===== src/fcdm_pkg.sv =====
/*
 * Constants, register map and carrier types for the four-channel data mover.
 * Assumes an 8-bit register port and an 8-bit shared data bus with 16-bit addresses.
 */
package fcdm_pkg;

	localparam int NUM_CH = 4;

	// Global registers
	localparam logic [7:0] OFS_GCTRL   = 8'h00;
	localparam logic [7:0] OFS_INTSTAT = 8'h01;
	localparam logic [7:0] OFS_INTMASK = 8'h02;
	localparam logic [7:0] OFS_CHSTAT  = 8'h03;

	// Channel n occupies the 16-byte page (n + CH_PAGE_FIRST)
	localparam logic [3:0] CH_PAGE_FIRST = 4'h1;
	localparam logic [3:0] CH_PAGE_LAST  = 4'h4;
	localparam logic [3:0] OFS_CTRL      = 4'h0;
	localparam logic [3:0] OFS_ADDRCTRL  = 4'h1;
	localparam logic [3:0] OFS_TRIGSEL   = 4'h2;
	localparam logic [3:0] OFS_LENL      = 4'h3;
	localparam logic [3:0] OFS_LENH      = 4'h4;
	localparam logic [3:0] OFS_REP       = 4'h5;
	localparam logic [3:0] OFS_SRCL      = 4'h6;
	localparam logic [3:0] OFS_SRCH      = 4'h7;
	localparam logic [3:0] OFS_DSTL      = 4'h8;
	localparam logic [3:0] OFS_DSTH      = 4'h9;

	// Field positions
	localparam int GCTRL_RR       = 0;
	localparam int GCTRL_EEMAP    = 1;
	localparam int CTRL_EN        = 0;
	localparam int CTRL_SWTRIG    = 1;
	localparam int CTRL_BURST_LSB = 2;
	localparam int CTRL_RELOAD    = 4;
	localparam int CTRL_LINK      = 5;
	localparam int CTRL_PEND      = 6;
	localparam int ADDR_SRC_LSB   = 0;
	localparam int ADDR_DST_LSB   = 2;
	localparam int INT_DONE_LSB   = 0;
	localparam int INT_ERR_LSB    = 4;

	// Address step modes
	localparam logic [1:0] STEP_FIXED = 2'h0;
	localparam logic [1:0] STEP_INC   = 2'h1;
	localparam logic [1:0] STEP_DEC   = 2'h2;

	// Trigger selection codes
	localparam logic [3:0] TRIG_NONE        = 4'h0;
	localparam logic [3:0] TRIG_PERIPH_LAST = 4'h4;
	localparam logic [3:0] TRIG_EVENT_FIRST = 4'h8;

	// Data space map
	localparam logic [15:0] IO_LAST   = 16'h0fff;
	localparam logic [15:0] EE_BASE   = 16'h1000;
	localparam logic [15:0] EE_SIZE   = 16'h1000;
	localparam logic [15:0] SRAM_BASE = 16'h2000;
	localparam logic [15:0] SRAM_SIZE = 16'h4000;

	typedef enum logic [1:0] {
		REG_IO   = 2'b00,
		REG_EE   = 2'b01,
		REG_SRAM = 2'b10,
		REG_NONE = 2'b11
	} fcdm_region_e;

	typedef enum logic [2:0] {
		S_IDLE  = 3'b000,
		S_CHECK = 3'b001,
		S_READ  = 3'b010,
		S_FETCH = 3'b011,
		S_WRITE = 3'b100
	} fcdm_fsm_e;

	typedef struct packed {
		logic [7:0] addr;
		logic [7:0] wdata;
		logic       wr;
		logic       rd;
	} fcdm_regreq_t;

	typedef struct packed {
		logic        req;
		logic        write;
		logic [15:0] addr;
		logic [7:0]  wdata;
	} fcdm_memreq_t;

	typedef struct packed {
		logic        en;
		logic        pend;
		logic [1:0]  burstSel;
		logic        reload;
		logic        link;
		logic [1:0]  srcMode;
		logic [1:0]  dstMode;
		logic [3:0]  trigSel;
		logic [15:0] len;
		logic [7:0]  rep;
		logic [15:0] srcBase;
		logic [15:0] dstBase;
		logic [15:0] srcCur;
		logic [15:0] dstCur;
		logic [16:0] lenLeft;
		logic [8:0]  repLeft;
	} fcdm_chan_t;

	typedef struct packed {
		fcdm_chan_t [NUM_CH-1:0] ch;
		fcdm_fsm_e               fsm;
		logic [1:0]              act;
		logic [1:0]              lastServed;
		logic [3:0]              burstLeft;
		logic [15:0]             busAddr;
		logic [7:0]              busData;
		logic                    roundRobin;
		logic                    eeMap;
		logic [7:0]              intStat;
		logic [7:0]              intMask;
		logic [7:0]              rdData;
	} fcdm_state_t;

	localparam fcdm_state_t STATE_RESET = '0;

endpackage


===== src/fcdm_mover.sv =====
/*
 * Four-channel byte mover that shares the processor's data bus.
 * Assumes register port, data bus grant, triggers and events all come from logic
 * on clk; read data of a granted bus read is valid in the following cycle.
 */
// Added by the designer: the register addresses and the address-and-strobe port.
// Notes on behaviour
// (RULE1) Four channels, each with its own independent configuration registers.
// (RULE2) Block length programmable from 1 to 65536 bytes; zero means 65536.
// (RULE3) Repeat count reruns the block up to 256 times, totalling 16M bytes.
// (RULE4) Source and destination each increment, decrement or stay fixed per byte.
// (RULE5) Optionally restore starting source and destination addresses at transaction end.
// (RULE6) Burst of 1, 2, 4 or 8 bytes moved per trigger.
// (RULE7) Software selects fixed or round-robin priority between channels.
// (RULE8) All moves use the shared data bus, waiting for its grant.
// (RULE9) Trigger per channel: peripheral request, event line or software; sets differ.
// (RULE10) Paired channels hand over to each other when a transaction ends.
// (RULE11) EEPROM only read through mapped window; never written; flash never reached.
// (RULE12) Any memory or peripheral may be source or destination.
// (RULE13) Peripherals reached only through I/O registers in data space.
// (RULE14) I/O at 0-FFF, EEPROM from 1000, SRAM from 2000 hexadecimal.
// (RULE15) EEPROM visible in data space only while mapping is enabled.
// (RULE16) Transaction end sets a readable, read-cleared done flag; channel idles unless linked; the code disables the channel even when linked.
// (RULE17) Illegal source or destination address sets an error flag and stops the channel.
`timescale 1ns/1ps

module fcdm_mover
	import fcdm_pkg::*;
(
	// Clock and reset
	input  wire logic         clk,
	input  wire logic         srst,
	// Register port
	input  wire fcdm_regreq_t regReq,
	output logic [7:0]        regRdata,
	// Shared data bus
	output fcdm_memreq_t      memReq,
	input  wire logic         memGnt,
	input  wire logic [7:0]   memRdata,
	// Transfer triggers, four peripheral requests per channel
	input  wire logic [15:0]  periphReq,
	input  wire logic [7:0]   eventIn,
	// Interrupt
	output logic              irq
);

	fcdm_state_t         st;
	fcdm_state_t         next_st;
	logic [NUM_CH-1:0]   trigHitV;
	logic [NUM_CH-1:0]   busyV;
	logic [NUM_CH-1:0]   cand;
	logic [1:0]          pick;
	fcdm_chan_t          cw;
	logic                badSrc;
	logic                badDst;

	// Data space decode; EEPROM only counts while mapped, flash is never in this space
	function automatic fcdm_region_e regionOf(input logic [15:0] a, input logic eeMap);
		if (a <= IO_LAST)
			return REG_IO; // RULE13 RULE14
		else if (a >= EE_BASE && a < 16'(EE_BASE + EE_SIZE))
			return eeMap ? REG_EE : REG_NONE; // RULE14 RULE15
		else if (a >= SRAM_BASE && a < 16'(SRAM_BASE + SRAM_SIZE))
			return REG_SRAM; // RULE14
		else
			return REG_NONE;
	endfunction

	function automatic logic [15:0] stepAddr(input logic [15:0] a, input logic [1:0] mode);
		if (mode == STEP_INC)
			return 16'(a + 16'h0001); // RULE4
		else if (mode == STEP_DEC)
			return 16'(a - 16'h0001); // RULE4
		else
			return a;
	endfunction

	function automatic logic chanHit(input logic [7:0] a);
		return (a[7:4] >= CH_PAGE_FIRST) && (a[7:4] <= CH_PAGE_LAST);
	endfunction

	function automatic logic [1:0] chanIdx(input logic [7:0] a);
		return 2'(a[7:4] - CH_PAGE_FIRST);
	endfunction

	function automatic logic [16:0] lenLoad(input logic [15:0] l);
		return {(l == 16'h0000), l}; // RULE2
	endfunction

	function automatic logic [8:0] repLoad(input logic [7:0] r);
		return {(r == 8'h00), r}; // RULE3
	endfunction

	function automatic logic trigHit(input logic [1:0] c, input logic [3:0] sel,
			input logic [15:0] periph, input logic [7:0] evt);
		if (sel >= TRIG_EVENT_FIRST)
			return evt[sel[2:0]]; // RULE9
		else if (sel != TRIG_NONE && sel <= TRIG_PERIPH_LAST)
			return periph[{c, 2'(sel - 4'h1)}]; // RULE9
		else
			return 1'b0;
	endfunction

	function automatic logic [1:0] pickChannel(input logic [NUM_CH-1:0] c, input logic rr,
			input logic [1:0] last);
		logic [1:0] k;
		logic [1:0] res;
		logic       found;
		res = 2'h0;
		found = 1'b0;
		for (int i = 0; i < NUM_CH; i++) begin
			k = rr ? 2'(last + 2'(i + 1)) : 2'(i); // RULE7
			if (!found && c[k]) begin
				res = k;
				found = 1'b1;
			end
		end
		return res;
	endfunction

	function automatic logic [7:0] chanRead(input fcdm_chan_t c, input logic [3:0] ofs);
		logic [7:0] v;
		v = 8'h00;
		if (ofs == OFS_CTRL) begin
			v[CTRL_EN] = c.en;
			v[CTRL_BURST_LSB +: 2] = c.burstSel;
			v[CTRL_RELOAD] = c.reload;
			v[CTRL_LINK] = c.link;
			v[CTRL_PEND] = c.pend;
		end else if (ofs == OFS_ADDRCTRL) begin
			v[ADDR_SRC_LSB +: 2] = c.srcMode;
			v[ADDR_DST_LSB +: 2] = c.dstMode;
		end else if (ofs == OFS_TRIGSEL)
			v[3:0] = c.trigSel;
		else if (ofs == OFS_LENL)
			v = c.len[7:0];
		else if (ofs == OFS_LENH)
			v = c.len[15:8];
		else if (ofs == OFS_REP)
			v = c.rep;
		else if (ofs == OFS_SRCL)
			v = c.srcCur[7:0];
		else if (ofs == OFS_SRCH)
			v = c.srcCur[15:8];
		else if (ofs == OFS_DSTL)
			v = c.dstCur[7:0];
		else if (ofs == OFS_DSTH)
			v = c.dstCur[15:8];
		return v;
	endfunction

	// Address writes load both the start copy and the working pointer
	function automatic fcdm_chan_t chanWrite(input fcdm_chan_t c, input logic [3:0] ofs,
			input logic [7:0] d);
		fcdm_chan_t r;
		r = c;
		if (ofs == OFS_CTRL) begin
			r.en = d[CTRL_EN];
			r.burstSel = d[CTRL_BURST_LSB +: 2]; // RULE6
			r.reload = d[CTRL_RELOAD];
			r.link = d[CTRL_LINK];
			r.pend = d[CTRL_EN] & (c.pend | d[CTRL_SWTRIG]); // RULE9
		end else if (ofs == OFS_ADDRCTRL) begin
			r.srcMode = d[ADDR_SRC_LSB +: 2];
			r.dstMode = d[ADDR_DST_LSB +: 2];
		end else if (ofs == OFS_TRIGSEL)
			r.trigSel = d[3:0];
		else if (ofs == OFS_LENL) begin
			r.len[7:0] = d;
			r.lenLeft = lenLoad({c.len[15:8], d});
		end else if (ofs == OFS_LENH) begin
			r.len[15:8] = d;
			r.lenLeft = lenLoad({d, c.len[7:0]});
		end else if (ofs == OFS_REP) begin
			r.rep = d;
			r.repLeft = repLoad(d);
		end else if (ofs == OFS_SRCL) begin
			r.srcBase[7:0] = d;
			r.srcCur[7:0] = d;
		end else if (ofs == OFS_SRCH) begin
			r.srcBase[15:8] = d;
			r.srcCur[15:8] = d;
		end else if (ofs == OFS_DSTL) begin
			r.dstBase[7:0] = d;
			r.dstCur[7:0] = d;
		end else if (ofs == OFS_DSTH) begin
			r.dstBase[15:8] = d;
			r.dstCur[15:8] = d;
		end
		return r;
	endfunction

	// Each channel sees its own slice of peripheral requests
	genvar g;
	generate
		for (g = 0; g < NUM_CH; g++) begin : gChan
			assign trigHitV[g] = trigHit(2'(g), st.ch[g].trigSel, periphReq, eventIn);
			assign busyV[g] = (st.fsm != S_IDLE) && (st.act == 2'(g));
			assign cand[g] = st.ch[g].en && st.ch[g].pend; // RULE1
		end
	endgenerate

	assign pick = pickChannel(cand, st.roundRobin, st.lastServed);
	assign badSrc = (regionOf(st.ch[st.act].srcCur, st.eeMap) == REG_NONE); // RULE11 RULE17
	assign badDst = (regionOf(st.ch[st.act].dstCur, st.eeMap) == REG_NONE)
		|| (regionOf(st.ch[st.act].dstCur, st.eeMap) == REG_EE); // RULE11 RULE17

	always_comb begin
		next_st = st;
		next_st.rdData = 8'h00;
		cw = st.ch[st.act];

		// Register reads; a status read clears it before any new event is merged
		if (regReq.rd) begin
			if (regReq.addr == OFS_GCTRL) begin
				next_st.rdData[GCTRL_RR] = st.roundRobin;
				next_st.rdData[GCTRL_EEMAP] = st.eeMap;
			end else if (regReq.addr == OFS_INTSTAT) begin
				next_st.rdData = st.intStat; // RULE16
				next_st.intStat = 8'h00; // RULE16
			end else if (regReq.addr == OFS_INTMASK)
				next_st.rdData = st.intMask;
			else if (regReq.addr == OFS_CHSTAT)
				next_st.rdData = {busyV, cand};
			else if (chanHit(regReq.addr))
				next_st.rdData = chanRead(st.ch[chanIdx(regReq.addr)], regReq.addr[3:0]);
		end

		// Register writes
		if (regReq.wr) begin
			if (regReq.addr == OFS_GCTRL) begin
				next_st.roundRobin = regReq.wdata[GCTRL_RR]; // RULE7
				next_st.eeMap = regReq.wdata[GCTRL_EEMAP]; // RULE15
			end else if (regReq.addr == OFS_INTMASK)
				next_st.intMask = regReq.wdata;
			else if (chanHit(regReq.addr))
				next_st.ch[chanIdx(regReq.addr)] = chanWrite(st.ch[chanIdx(regReq.addr)],
					regReq.addr[3:0], regReq.wdata);
		end

		case (st.fsm)
			S_IDLE: begin
				if (|cand) begin
					next_st.act = pick; // RULE7
					next_st.lastServed = pick;
					next_st.burstLeft = 4'(4'h1 << st.ch[pick].burstSel); // RULE6
					next_st.fsm = S_CHECK;
				end
			end
			S_CHECK: begin
				// Checked per byte because pointers move during a burst
				if (badSrc || badDst) begin
					next_st.intStat[INT_ERR_LSB + int'(st.act)] = 1'b1; // RULE17
					next_st.ch[st.act].en = 1'b0; // RULE17
					next_st.ch[st.act].pend = 1'b0;
					next_st.fsm = S_IDLE;
				end else begin
					next_st.busAddr = st.ch[st.act].srcCur; // RULE12
					next_st.fsm = S_READ;
				end
			end
			S_READ: begin
				if (memGnt)
					next_st.fsm = S_FETCH; // RULE8
			end
			S_FETCH: begin
				next_st.busData = memRdata;
				next_st.busAddr = st.ch[st.act].dstCur;
				next_st.fsm = S_WRITE;
			end
			S_WRITE: begin
				if (memGnt) begin // RULE8
					cw.srcCur = stepAddr(cw.srcCur, cw.srcMode); // RULE4
					cw.dstCur = stepAddr(cw.dstCur, cw.dstMode); // RULE4
					cw.lenLeft = 17'(cw.lenLeft - 17'h00001);
					next_st.burstLeft = 4'(st.burstLeft - 4'h1);
					next_st.fsm = S_CHECK;
					if (st.ch[st.act].lenLeft == 17'h00001) begin
						cw.lenLeft = lenLoad(cw.len); // RULE2
						cw.pend = 1'b0;
						next_st.fsm = S_IDLE;
						if (st.ch[st.act].repLeft == 9'h001) begin
							cw.repLeft = repLoad(cw.rep); // RULE3
							cw.en = 1'b0; // RULE16
							next_st.intStat[INT_DONE_LSB + int'(st.act)] = 1'b1; // RULE16
							if (cw.reload) begin
								cw.srcCur = cw.srcBase; // RULE5
								cw.dstCur = cw.dstBase; // RULE5
							end
						end else
							cw.repLeft = 9'(cw.repLeft - 9'h001); // RULE3
					end else if (st.burstLeft == 4'h1) begin
						cw.pend = 1'b0; // RULE6
						next_st.fsm = S_IDLE;
					end
					next_st.ch[st.act] = cw;
					// Partner takes over; it still waits for its own trigger
					if (st.ch[st.act].lenLeft == 17'h00001 && st.ch[st.act].repLeft == 9'h001
							&& cw.link)
						next_st.ch[st.act ^ 2'h1].en = 1'b1; // RULE10
				end
			end
			default: next_st.fsm = S_IDLE;
		endcase

		// Trigger set comes last so it wins over a clear in the same cycle
		for (int i = 0; i < NUM_CH; i++) begin
			if (trigHitV[i] && next_st.ch[i].en)
				next_st.ch[i].pend = 1'b1; // RULE9
		end
	end

	always_ff @(posedge clk) begin
		if (srst)
			st <= STATE_RESET;
		else
			st <= next_st;
	end

	assign regRdata = st.rdData;
	assign memReq.req = (st.fsm == S_READ) || (st.fsm == S_WRITE); // RULE8
	assign memReq.write = (st.fsm == S_WRITE);
	assign memReq.addr = st.busAddr;
	assign memReq.wdata = st.busData;
	assign irq = |(st.intStat & st.intMask);

endmodule


===== config.mk =====
export PLATFORM = sky130hd
export DESIGN_NAME = fcdm_mover
export DESIGN_NICKNAME = d
export VERILOG_FILES = /design/src/fcdm_pkg.sv /design/src/fcdm_mover.sv
export SDC_FILE = /design/constraint.sdc
export NUM_CORES = 2
export LEC_CHECK = 0
export BUFFER_PORTS_ARGS = -buffer_cell sky130_fd_sc_hd__buf_4
export CAP_MARGIN = 0
export CORE_ASPECT_RATIO = 0.75
export CORE_MARGIN = 3
export CORE_UTILIZATION = 30
export DETAILED_ROUTE_END_ITERATION = 7
export HOLD_SLACK_MARGIN = 0.02
export PLACE_DENSITY_LB_ADDON = 0.08
export SETUP_SLACK_MARGIN = 0.05
export SLEW_MARGIN = 0
export SYNTH_ARGS = -nofsm -noshare
export SYNTH_HDL_FRONTEND = slang
export SYNTH_SLANG_ARGS = --single-unit

===== constraint.sdc =====
create_clock -name clk -period 10.61 [get_ports clk]
set_input_delay 1.5915 -clock clk [delete_from_list [all_inputs] [get_ports clk]]
set_output_delay 1.5915 -clock clk [all_outputs]
set_load 0.01 [all_outputs]

==> summary.txt <==
Routing
  – Routed len/inst: 27.73 um
  – Vias: 35,230
  – First-pass detailed-route iteration total: 5
  – DRT antenna net count: 0
  – Vias/cell: 5.930
  – Residual DRC count: 0
  – Final WL: 164.8 mm
  – First-iteration detailed-routing DRC count: 4,213

Clock tree
  – H-tree depth: 3
  – Worst-skew pair later-pin latency: 0.67 ns
  – Clk buf depth: 3
  – # resized after CTS: 0
  – Number of CTS-inserted buffers: 74
  – CTS Root Cell: clkbuf_16
  – Clock transition at path regs: roughly 0.060 ns
  – Post-CTS setup buffer count: 0
  – CTS Sinks: 571
  – CTS Hold Buffers Added: 0
  – CTS tree: yes

STA
  – Setup_tns: 0 ns
  – Max Slew Vio Count: 0
  – Slew headroom: 24.29%
  – Unrepaired setup endpoints after global routing: false
  – Setup-violating endpoint count in the final report: 0
  – Final Hold Vio Count: 0
  – Setup ws final: 4.946 ns
  – Min Tclk post-route: between 5 and 6 ns
  – Final Skew: 0.02841 ns
  – Fin crit share: 53.38%
  – Fmax: 0.1766 GHz
  – Worst slew pin tran: 1.136 ns

Floorplan
  – Die X-Extent: ~410 um
  – Rows: 110
  – DIE HEIGHT: roughly 310 um
  – Core area: around 120,000 um^2
  – IO Pins: between 80 and 90
  – Starting density of the core: between 30% and 40%
  – Die area: about 130,000 um^2

Worst setup path
  – Crit path DAT: 6.16 ns
  – Max incr delay on CP: about 0.96 ns
  – Worst Setup End Kind: register
  – WP data required: 11.11 ns
  – Crit path top cell by count: buf_4
  – Worst Setup Start Kind: register
  – Critical path class: register to register
  – Critical path's slowest cell: nand4_1
  – CP Max Fanout: 29
  – Crit-path cells: buf_4, mux4_2, nor4_4, nand4_1, buf_4, or3_1, buf_4, nor2_1, nor2_1, o21ai_0, a21oi_1

Place
  – Final GP Congestion: ~0.86
  – Port Buffers: slightly below 90
  – Placed cell count: 5,808
  – Post-DP HPWL: around 98 mm
  – Pre-CTS setup slack: approximately 4.5 ns

Synthesis
  – Number of flops mapped to enable cells by yosys: 0
  – FF+latch count, synth: between 500 and 600
  – Post-synthesis async set-or-reset flop share: 0%
  – Gate Count Post-Synth: 4,475
  – Synth top area share: 31.02%
  – Net Count, Synth: approximately 4,600
  – Dominant cells by area after synthesis: dfxtp_1 31%, mux4_2 17%, nor2_1 8.0%
  – Post-synth top flop: dfxtp_1
  – Synth cell types: 80
  – Syn avg cell area: 8.235 um^2
  – Share of the yosys chip area belonging to registers: 31.02%
  – Synthesized cell area: roughly 37,000 um^2
  – Synth area leader: dfxtp_1
  – Ys Warns: 0

Pwr
  – Pwr per Cell Area: roughly 130 nW/um^2
  – Peak VDD IR: 0.00009769 V
  – Static leakage: 0.01343 uW
  – Power consumption: 5481 uW

Global route
  – Vias in the first global route: between 30,000 and 40,000
  – Tot GR Track Use: 25.28%
  – GRT overflow: 0
  – First-pass GRT wire length: 240.9 mm
  – Initial antenna violation count: 7
  – Largest net degree at the start of global routing: between 100 and 150

Finish
  – Fillers: approximately 13,000
  – Filler-free cell count of the finished design: 5,942
  – Final core utilization: 33.71%
  – Synth-to-layout area growth: 10.66%
  – Share of layout cells above drive strength 1: 14.83%
  – NumNets Final: 4,336

Run status
  – Status: finished clean

Min path
  – Hold Crit Class: register to register

Run
  – Max cap viols: 0
-- final cells by class --
type	count	area, um^2	area share [%]
multi-input cells	3423	23480	57.58
flip-flops and latches	571	11440	28.05
clock buffers	109	2175	5.332
well taps	1624	2032	4.983
repair buffers	153	1226	3.007
clock inverters	22	280.3	0.6873
inverters	37	138.9	0.3406
diodes	3	7.507	0.01841
-- power breakdown --
part | switching, uW | internal (uW) | total [uW]
registers | 38.2 | 2190 | 2230
clock network | 1110 | 1540 | 2650
logic | 392 | 211 | 603
-- cells in the final DEF, fill, tap and decap left out, types with 120 or more instances in the layout --
master / synthesis / layout
a211oi_1: 120 / 120
nor3_1: 162 / 156
mux4_2: 271 / 271
dfxtp_1: 571 / 569
nand2_1: 609 / 602
buf_4: 37 / 146
o211ai_1: 229 / 229
nor2_1: 782 / 781
a21oi_1: 492 / 492
mux2i_1: 128 / 128
-- synthesized netlist by cell type, types with 13 or more instances --
| master | n |
|---|---|
| nor2_1 | 782 |
| nand2_1 | 609 |
| dfxtp_1 | 571 |
| a21oi_1 | 492 |
| clkbuf_1 | 339 |
| mux4_2 | 271 |
| o211ai_1 | 229 |
| nor3_1 | 162 |
| mux2i_1 | 128 |
| a211oi_1 | 120 |
| o21ai_0 | 67 |
| o21a_1 | 56 |
| o22ai_1 | 42 |
| buf_4 | 37 |
| inv_1 | 37 |
| buf_2 | 34 |
| nand3_1 | 32 |
| a221oi_1 | 30 |
| a311oi_1 | 27 |
| mux2_2 | 26 |
| nand2b_1 | 26 |
| buf_1 | 24 |
| ha_1 | 23 |
| nor2b_1 | 23 |
| xnor2_1 | 22 |
| a31oi_1 | 16 |
| xor2_1 | 16 |
| and3_1 | 15 |
| nor4_1 | 15 |
| nor3b_1 | 14 |
| a22oi_1 | 13 |
-- state kept, by name, indices dropped and copies added, names as in the netlist --
register	cells
st	539
memReq	24
regRdata	8
-- layer usage --
layer	vias to the layer above	share of wire, %	track usage, %
met5	-	0.021	0
met4	4	1.8	5.012
met3	171	7.8	5.098
met2	1494	43	37.62
met1	17670	48	37.70
li1	15900	-	-
-- worst max-delay path, delay by kind of cell, from the launching register on --
| kind | cells | cell delay (ns) |
|---|---|---|
| AO/OA/AOI/OAI | 2 | 0.20 |
| buffers and inverters | 3 | 1.51 |
| flip-flops | 1 | 0.68 |
| multiplexers | 1 | 0.49 |
| AND/OR/NAND/NOR | 5 | 2.54 |
-- path summary, 6_finish.rpt --
path	slack (ns)	start	endpoint	cells after the start
max reg2reg	4.95	st[55]	st[118]	11
min reg2reg	0.46	memReq[1]	memReq[1]	2
min	0.46	memReq[1]	memReq[1]	2
max	4.95	st[55]	st[118]	11
-- cell families after synthesis --
kind of cell | share of synthesized area [%]
adder cells (fa/ha/maj) | 0.7809
flip-flops | 31.02
AO/OA/AOI/OAI | 20.68
XOR/XNOR | 0.9031
AND/OR/NAND/NOR | 20.18
buffers and inverters | 5.605
multiplexers | 20.83
-- per-stage QoR --
stage | instance area (um^2) | hold slack, ns
after floorplan | 36850 | 0.4367
after global placement | 38320 | 0.4481
after detailed placement | 38320 | 0.4486
final | 40780 | 0.4555
after global routing | 40780 | 0.4795
after CTS | 40770 | 0.4565
Power figures use the tool's default switching activity.
